## config.mk

```make
export PLATFORM = sky130hd
export DESIGN_NAME = dio_cond
export DESIGN_NICKNAME = d
export VERILOG_FILES = /design/src/design/dio_cond.v
export VERILOG_INCLUDE_DIRS = /design/src /design/src/design
export SDC_FILE = /design/constraint.sdc
export NUM_CORES = 1
export LEC_CHECK = 0
export BUFFER_PORTS_ARGS = -buffer_cell sky130_fd_sc_hd__buf_2
export CORE_MARGIN = 8
export CORE_UTILIZATION = 45
export CTS_BUF_LIST = sky130_fd_sc_hd__clkbuf_2 sky130_fd_sc_hd__clkbuf_4 sky130_fd_sc_hd__clkbuf_8
export CTS_CLUSTER_DIAMETER = 50
export DETAILED_ROUTE_END_ITERATION = 16
export PLACE_DENSITY = 0.71
export SLEW_MARGIN = 20
export SYNTH_ARGS = -nofsm -noshare
export SYNTH_HDL_FRONTEND = slang
export SYNTH_SLANG_ARGS = --single-unit
```

## constraint.sdc

```tcl
create_clock -name pclk -period 5.4 [get_ports pclk]
set_input_delay 1.08 -clock pclk [delete_from_list [all_inputs] [get_ports pclk]]
set_output_delay 1.08 -clock pclk [all_outputs]
set_load 0.01 [all_outputs]
```

## src/design/dio_cond_regs.vh

```
// register map, field positions, reset values and timing counts for dio_cond
// assumes a 32-bit apb slave; all offsets are byte addresses
`ifndef DIO_COND_REGS_VH
`define DIO_COND_REGS_VH

`define CTRL_OFF        12'h000
`define FILT_EN_OFF     12'h004
`define FILT_HALF_OFF   12'h008
`define RISE_EN_OFF     12'h00c
`define FALL_EN_OFF     12'h010
`define STATUS_OFF      12'h014
`define DIN_OFF         12'h018
`define DOUT_OFF        12'h01c
`define POWERUP_OFF     12'h020
`define SAFE_OFF        12'h024
`define WD_TIMEOUT_OFF  12'h028
`define CMD_OFF         12'h02c

`define CTRL_WD_ARM     0
`define CMD_REFRESH     0
`define CMD_SERVICE     1
`define ST_CHANGE       0
`define ST_OVERFLOW     1
`define ST_WD_EXPIRED   2

`define POWERUP_RST     8'h00
`define FILT_HALF_RST   32'h00000002
`define WD_TIMEOUT_RST  32'hffffffff

`define SAMPLE_PERIOD_NS 40000
`define CLK_PERIOD_NS    20
`define SAMPLE_CYCLES    (`SAMPLE_PERIOD_NS / `CLK_PERIOD_NS)

`endif

```

## src/design/dio_cond.v

```verilog
// digital input filter, change detection, power-up outputs and watchdog
// assumes an apb master on pclk and inputs synchronous to pclk
`timescale 1ns/100ps
`default_nettype none
`include "dio_cond_regs.vh"

module dio_cond #(
   parameter        N          = 8,
   parameter [15:0] TICK_COUNT = `SAMPLE_CYCLES
) (
   input  wire         pclk,
   input  wire         presetn,
   input  wire         psel,
   input  wire         penable,
   input  wire         pwrite,
   input  wire [11:0]  paddr,
   input  wire [31:0]  pwdata,
   output reg  [31:0]  prdata,
   output reg          pready,
   output reg          pslverr,
   input  wire [N-1:0] din,
   output reg  [N-1:0] dout,
   output reg          change_irq,
   output reg          wd_expired
);

   reg  [15:0]  tick_cnt;
   reg          tick;
   reg  [N-1:0] sampled;
   reg  [31:0]  fclk_cnt;
   reg          fclk_edge;
   wire [N-1:0] filt;

   reg  [N-1:0] filt_q;
   reg  [N-1:0] filt_en;
   reg  [31:0]  filt_half;
   reg  [N-1:0] rise_en;
   reg  [N-1:0] fall_en;
   reg          overflow;
   reg  [N-1:0] din_shown;

   reg  [N-1:0] powerup;
   reg  [N-1:0] safe_val;
   reg  [31:0]  wd_timeout;
   reg  [31:0]  wd_cnt;
   reg          wd_arm;
   reg  [N-1:0] next_dout;
   reg          pwr_loaded;
   reg  [31:0]  rdata;

   wire         acc;
   wire         wr;
   wire         rd;
   wire         wr_ctrl;
   wire         wr_filt_en;
   wire         wr_filt_half;
   wire         wr_rise;
   wire         wr_fall;
   wire         wr_dout;
   wire         wr_pwr;
   wire         wr_safe;
   wire         wr_tmo;
   wire         wr_cmd;

   wire [N-1:0] line;
   wire [N-1:0] edge_hit;
   wire [N-1:0] watch;
   wire         any_edge;
   wire         refresh;
   wire         service;
   wire         disarm;

   function hit;
      input [11:0] a;
      input [11:0] off;
      begin
         hit = (a == off);
      end
   endfunction

   assign acc      = psel & penable;
   assign wr       = acc & pwrite;
   assign rd       = acc & ~pwrite;

   // register write strobes
   assign wr_ctrl      = wr & hit(paddr, `CTRL_OFF);
   assign wr_filt_en   = wr & hit(paddr, `FILT_EN_OFF);
   assign wr_filt_half = wr & hit(paddr, `FILT_HALF_OFF);
   assign wr_rise      = wr & hit(paddr, `RISE_EN_OFF);
   assign wr_fall      = wr & hit(paddr, `FALL_EN_OFF);
   assign wr_dout      = wr & hit(paddr, `DOUT_OFF);
   assign wr_pwr       = wr & hit(paddr, `POWERUP_OFF);
   assign wr_safe      = wr & hit(paddr, `SAFE_OFF);
   assign wr_tmo       = wr & hit(paddr, `WD_TIMEOUT_OFF);
   assign wr_cmd       = wr & hit(paddr, `CMD_OFF);

   assign line     = (filt_en & filt) | (~filt_en & sampled);
   assign edge_hit = (rise_en & line & ~filt_q) | (fall_en & ~line & filt_q);
   assign any_edge = |edge_hit;
   assign watch    = rise_en | fall_en;
   assign refresh  = wr_cmd & pwdata[`CMD_REFRESH];
   assign service  = wr_cmd & pwdata[`CMD_SERVICE];
   assign disarm   = wr_ctrl & ~pwdata[`CTRL_WD_ARM];

   always @(posedge pclk or negedge presetn) begin
      if (!presetn) begin
         tick_cnt <= 16'h0000;
         tick     <= 1'b0;
         sampled  <= {N{1'b0}};
      end else begin
         tick <= 1'b0;
         if (tick_cnt >= TICK_COUNT - 16'h0001) begin
            tick_cnt <= 16'h0000;
            tick     <= 1'b1;
            sampled  <= din;
         end else begin
            tick_cnt <= tick_cnt + 16'h0001;
         end
      end
   end

   // filter clock, half interval in ticks
   always @(posedge pclk or negedge presetn) begin
      if (!presetn) begin
         fclk_cnt  <= 32'h00000000;
         fclk_edge <= 1'b0;
      end else begin
         fclk_edge <= 1'b0;
         if (tick) begin
            if (fclk_cnt >= filt_half - 32'h00000001) begin
               fclk_cnt  <= 32'h00000000;
               fclk_edge <= 1'b1;
            end else begin
               fclk_cnt <= fclk_cnt + 32'h00000001;
            end
         end
      end
   end

   // two stable filter edges per line
   genvar g;
   generate
      for (g = 0; g < N; g = g + 1) begin : flt
         reg cand_b;
         reg filt_b;
         always @(posedge pclk or negedge presetn) begin
            if (!presetn) begin
               cand_b <= 1'b0;
               filt_b <= 1'b0;
            end else if (fclk_edge) begin
               cand_b <= sampled[g];
               if (sampled[g] == cand_b) begin
                  filt_b <= sampled[g];
               end
            end
         end
         assign filt[g] = filt_b;
      end
   endgenerate

   // change detection and hidden input view
   always @(posedge pclk or negedge presetn) begin
      if (!presetn) begin
         filt_q     <= {N{1'b0}};
         change_irq <= 1'b0;
         overflow   <= 1'b0;
         din_shown  <= {N{1'b0}};
      end else begin
         filt_q <= line;

         if (any_edge) begin
            change_irq <= 1'b1;
         end else if (service) begin
            change_irq <= 1'b0;
         end
         if (any_edge && change_irq && !service) begin
            overflow <= 1'b1;
         end else if (service) begin
            overflow <= 1'b0;
         end

         din_shown <= (line & ~watch) | (din_shown & watch);
         if (any_edge) begin
            din_shown <= line;
         end
      end
   end

   always @* begin
      next_dout = dout;
      if (wd_expired) begin
         next_dout = safe_val;
      end else if (wr_dout) begin
         next_dout = pwdata[N-1:0];
      end
   end

   // configuration, outputs and watchdog
   always @(posedge pclk or negedge presetn) begin
      if (!presetn) begin
         filt_en    <= {N{1'b0}};
         filt_half  <= `FILT_HALF_RST;
         rise_en    <= {N{1'b0}};
         fall_en    <= {N{1'b0}};
         powerup    <= `POWERUP_RST;
         safe_val   <= {N{1'b0}};
         wd_timeout <= `WD_TIMEOUT_RST;
         wd_cnt     <= `WD_TIMEOUT_RST;
         wd_arm     <= 1'b0;
         wd_expired <= 1'b0;
         dout       <= `POWERUP_RST;
      end else begin
         if (wr_filt_en) begin
            filt_en <= pwdata[N-1:0];
         end
         if (wr_filt_half && pwdata != 32'h00000000) begin
            filt_half <= pwdata;
         end
         if (wr_rise) begin
            rise_en <= pwdata[N-1:0];
         end
         if (wr_fall) begin
            fall_en <= pwdata[N-1:0];
         end
         if (wr_pwr) begin
            powerup <= pwdata[N-1:0];
         end
         if (wr_safe) begin
            safe_val <= pwdata[N-1:0];
         end
         if (wr_tmo) begin
            wd_timeout <= pwdata;
         end

         dout <= next_dout;
         if (!pwr_loaded) begin
            dout <= powerup;
         end

         if (wr_ctrl) begin
            wd_arm <= pwdata[`CTRL_WD_ARM];
            wd_cnt <= wd_timeout;
         end else if (refresh && wd_arm && !wd_expired) begin
            wd_cnt <= wd_timeout;
         end else if (wd_arm && tick && !wd_expired) begin
            if (wd_cnt <= 32'h00000001) begin
               wd_cnt     <= 32'h00000000;
               wd_expired <= 1'b1;
               dout       <= safe_val;
            end else begin
               wd_cnt <= wd_cnt - 32'h00000001;
            end
         end

         if (disarm) begin
            wd_expired <= 1'b0;
         end
      end
   end

   // first cycle after reset marker
   always @(posedge pclk or negedge presetn) begin
      if (!presetn) begin
         pwr_loaded <= 1'b0;
      end else begin
         pwr_loaded <= 1'b1;
      end
   end

   // read mux
   always @* begin
      rdata = 32'h00000000;
      case (paddr)
         `CTRL_OFF:       rdata[0] = wd_arm;
         `FILT_EN_OFF:    rdata[N-1:0] = filt_en;
         `FILT_HALF_OFF:  rdata = filt_half;
         `RISE_EN_OFF:    rdata[N-1:0] = rise_en;
         `FALL_EN_OFF:    rdata[N-1:0] = fall_en;
         `STATUS_OFF:     rdata[2:0] = {wd_expired, overflow, change_irq};
         `DIN_OFF:        rdata[N-1:0] = din_shown;
         `DOUT_OFF:       rdata[N-1:0] = dout;
         `POWERUP_OFF:    rdata[N-1:0] = powerup;
         `SAFE_OFF:       rdata[N-1:0] = safe_val;
         `WD_TIMEOUT_OFF: rdata = wd_timeout;
         `CMD_OFF:        rdata = 32'h00000000;
         default:         rdata = 32'h00000000;
      endcase
   end

   // apb answer, no wait state
   always @(posedge pclk or negedge presetn) begin
      if (!presetn) begin
         prdata  <= 32'h00000000;
         pready  <= 1'b0;
         pslverr <= 1'b0;
      end else begin
         pready  <= psel & ~penable;
         pslverr <= psel & ~penable & (paddr > `CMD_OFF | paddr[1:0] != 2'b00);

         if (psel && !penable && !pwrite) begin
            prdata <= rdata;
         end else if (rd) begin
            prdata <= 32'h00000000;
         end
      end
   end

endmodule // dio_cond
`default_nettype wire

```

Word level (Yosys, flattened, before mapping). Index checks and enable logic that the tools add are counted.

Shift-type cells: 0. Equal/unequal tests: 21. Divide/modulo/power cells: 0. Multiplexer cells: 31. Reductions and logical operators: 32. Add/sub/neg operators: 4. Multiply operators: 0. $lt $le $gt $ge: 4. Bitwise logic cells: 38.

Operators with widths (number): $mux W32 (7); $and A8 B8 Y8 (8); $mux W8 (8); $sub A32 B1 Y32 const B (2); $eq A12 B5 Y1 const B (4); $eq A12 B6 Y1 const B (4); $pmux W24 S2 (1); $pmux W5 S9 (1); $add A32 B1 Y32 const B (1); $ge A32 B32 Y1 (1); $le A32 B1 Y1 const B (1); $not A8 Y8 (4); $or A8 B8 Y8 (4); $reduce_bool A32 Y1 (1); $eq A12 B4 Y1 const B (2); $pmux W2 S10 (1); $and A1 B1 Y1 (18); $add A16 B1 Y16 const B (1); $ge A16 B11 Y1 const B (1); $mux W16 (1); $reduce_and A2 Y1 (8); $eq A12 B3 Y1 const B (1); $gt A12 B6 Y1 const B (1); $logic_not A12 Y1 (1); other kinds (13) (48).

Input port bits: 57. Latch bits: 0. Bits in writable memories: 0. Output and inout bits: 44. ROM bits: 0. Register bits: 273. Word-level logic and storage cells: 170. Memories kept: 0.

Longest topological paths before layout.
Depth in word-level cells: 11. Mapped depth: 16. Depth with buffers taken out: 15.

Worst setup path after synthesis. No wires, ideal clock.

Path kind: register to register. Start point: register filt_half[15]. End point: register fclk_cnt[10]. Cell stages (with the launch flop): 15. Data required time: 5.268 ns. Path slack: 1.578 ns. Setup time: 0.132 ns. Clock period less this slack: 3.822 ns. Arrival: 3.690 ns. Buffers on the path: 1. Cells stage by stage: dfrtp_1 -> or4_1 -> or3_1 -> nor3b_1 -> nand2_1 -> nor4_1 -> xnor2_1 -> ha_1 -> nand4_1 -> nor2_1 -> nand3_1 -> a311o_1 -> a21boi_0 -> clkbuf_1 -> nor2_1.

Cells in the longest elaborated chain, start to end: 3.

Ends and longest elaborated chain: start: declaration (line dio_cond.v:36) `reg [31:0] filt_half;`; start signal: assignment (line dio_cond.v:202) `` filt_half <= `FILT_HALF_RST; ``; start signal: assignment (line dio_cond.v:217) `filt_half <= pwdata;`; $sub A32 B1 Y32 (line dio_cond.v:130) `if (fclk_cnt >= filt_half - 32'h00000001) begin`; $ge A32 B32 Y1 (line dio_cond.v:130); $mux W32 (line dio_cond.v:130); end signal: assignment (line dio_cond.v:134) `fclk_cnt <= fclk_cnt + 32'h00000001;`; end: declaration (line dio_cond.v:30) `reg [31:0] fclk_cnt;`.

Every way passes these cells. A chain may end at the register's enable or synchronous reset.

Worst setup path in the final report.
Start point: register filt_half[5]. End point: register fclk_cnt[11].

Same word-level chain as after synthesis.

==> results.md <==
* DR pass1 iterations at 5
* Most frequent cells after synthesis: dfrtp_1, mux2_2, nand2_1
* Antenna violations before repair at 2
* Hold_sp: tick_cnt[0]$_DFF_PN0_
* Starting Density at 45.45%
* Placed insts at 1815
* Final Non-Filler Cells at 1902
* Worst-path clk slew at 0.06 ns
* Setup violators final at 0
* Synthesized area at 0.01427 mm²
* Worst hold path depth at 1
* Vias at 11.33k
* Share of cells above drive strength 1 at 28.80%
* Maxcap violations at 0
* Vias in the first global route at 11.47k
* Worst VDD drop at 234.7 µV
* Nets@finish at 1556
* Prevailing post-synth register cell: dfrtp_1
* Residual DRC at 0
* Clock Sinks at 273
* Fin. Hold Viols at 0
* Worst Setup Start Kind: register
* Tightest Pin Transition at 1.046 ns
* Final Max Tran Viols at 0
* Ant diodes at 0
* Synth area leaders: dfrtp_1, dfstp_2, mux2_2, ha_1, nand2_1
* Mapped Cells at 1356
* Final Critical Period at 4.250 ns
* Remaining global-route overflow at 0
* GRT Util Overall at 20.70%
* Critical Path Fanout Max at 30
* Skew-Pair Late Insertion Delay at 0.58 ns
* Die Y-Extent at 194.1 µm
* Status: finished clean
* DIE AREA at 0.03766 mm²
* Total Wirelength at 39600 µm
* Worst Hold Class: register to register
* Unrepaired setup endpoints after global routing: false
* Max Fclk at 0.2353 GHz
* R2R depth at 14
* Area grow syn2layout at 13.80%
* Yosys top cell by area: dfrtp_1
* PortBufs at 100
* Largest net degree at the start of global routing at 110
* H-tree depth at 2
* Static leakage at 7.288 nW
* CP Capture Type: register
* Worst reg-to-reg setup slack at 1.15 ns
* Total CTS buffers at 47
* #FFs+latches synth at 273
* Boundary pin count at 101
* Post-DP HPWL at 28370 µm
* Ys Warns at 0
* Post_cts resized at 0
* Ys async rst share at 100.0%
* WHS Endpoint: tick_cnt[0]$_DFF_PN0_
* Period Utilization, post-route at 78.71%
* First-pass GRT wire length at 63470 µm
* Top cell type's share of synthesized area at 36.48%
* Critical path class: register to register
* WL/cell at 20.82 µm
* Slew headroom at 30.26%
* EDFF count, synth at 0
* FF-to-FF End: fclk_cnt[11]$_DFFE_PN0P_
* Clock Tree Buf Depth at 3
* Clock Skew at 0.02231 ns
* Iteration-0 DRC Markers at 966
* Setup TNS at 0 ns
* Most numerous cell in the Yosys netlist: dfrtp_1
* Routability congestion estimate from global placement at 0.9201
* Vias per inst at 5.954
* Power density over cell area at 273.5 mW/mm²
* CTS tree: yes
* Post-CTS Setup Inserts at 0
* RR Startpoint: filt_half[5]$_DFFE_PN0P_
* Core area at 0.03139 mm²
* Root Buffer: clkbuf_8
* # rows at 65
* Part of the Yosys area used for sequential elements at 48.45%
* Post-route ant nets at 0
* Arr. time, crit path at 4.71 ns
* Library cells used by synthesis at 78
* Die width at 194.1 µm
* CP Data Required Time at 5.85 ns
* Post-synthesis area per instance at 10.52 µm²
* # hold bufs at CTS at 0
sequential cells by signal (all words and copies together), names as in the netlist, 16 cells and up, named ones only:
name,cells
wd_cnt,32
wd_timeout,32
tick_cnt,16
prdata,32
filt_half,32
fclk_cnt,32
metrics by stage:
step	power [W]	hold slack [ns]	utilization (%)	setup slack (ns)	cell area (µm²)
global route	0.004594	0.4921	51.73	0.7045	16240
detailed placement	0.002466	0.4470	48.47	1.315	15210
global placement	0.002453	0.4393	48.47	1.420	15210
finish	0.004441	0.4521	51.73	1.150	16240
floorplan	0.002317	0.4251	-	1.578	14280
CTS	0.004478	0.4540	51.73	1.205	16240
worst max-delay path: stages (launching register included):
cell	delay [ns]
dfrtp_1	0.47
nor4_1	0.59
nand4b_1	0.39
nor3b_1	0.57
nand2_1	0.13
nor4_1	0.24
xnor2_1	0.11
ha_1	0.31
nand4_1	0.11
nor2_1	0.19
nand3_1	0.13
a311o_1	0.32
a21boi_2	0.14
buf_4	0.30
nor2_1	0.09
power by group:
group          internal [W]  switching (W)  total, W  leakage [nW]
Combinational      0.000105       0.000176  0.000280          3.31
Sequential          0.00209      0.0000560   0.00215          3.43
Clock               0.00114       0.000869   0.00201         0.547
layout make-up:
cell class	instances	area, µm²
inverter	29	108.9
tap	402	503.0
clock inverter	7	91.34
fill	2818	15150
clock buffer	80	932.1
timing repair buffer	118	658.1
multi-input combinational	993	7032
sequential	273	6913
worst max-delay path by stage:
| stage | from | end | cells after the start |
|---|---|---|---|
| finish | filt_half[5]$_DFFE_PN0P_ | fclk_cnt[11]$_DFFE_PN0P_ | 14 |
| global route | filt_half[5]$_DFFE_PN0P_ | fclk_cnt[9]$_DFFE_PN0P_ | 14 |
| CTS | filt_half[5]$_DFFE_PN0P_ | fclk_cnt[11]$_DFFE_PN0P_ | 14 |
| detailed placement | filt_half[5]$_DFFE_PN0P_ | fclk_cnt[23]$_DFFE_PN0P_ | 14 |
| global placement | filt_half[5]$_DFFE_PN0P_ | fclk_cnt[25]$_DFFE_PN0P_ | 14 |
| floorplan | filt_half[15]$_DFFE_PN0P_ | fclk_cnt[10]$_DFFE_PN0P_ | 14 |
logic make-up (layout without fill, tap and decap cells):
logic type                 after synthesis  in the layout  share of synthesized area [%]
AOI/OAI and AO/OA                      258            258                          12.14
adders and majority gates               37             37                          3.244
other                                    2              6                        0.05263
DFF                                    273            273                          48.45
buffers and inverters                   94            234                          2.613
xor gates and xnor gates                77             77                          4.726
and+or+nand+nor                        458            458                          16.43
muxes                                  157            157                          12.35
per-layer routing:
metal	vias to the layer above	wire length (µm)	global-route usage (%)
li1	5201	-	-
met1	5610	17360	27.35
met2	426	18190	33.23
met3	86	2818	4.651
met4	2	1232	6.902
met5	-	8	0
placed cells by master, fill, tap and decap left out, drive strengths merged, types with 41 or more instances in the layout:
cell type    n
xnor2       47
clkbuf      80
nor2       108
o21ai       66
dfstp       65
mux2       142
buf        118
a22oi       41
dfrtp      208
a21oi       44
nand2      112
No activity file was read; power rests on OpenSTA's default activity.
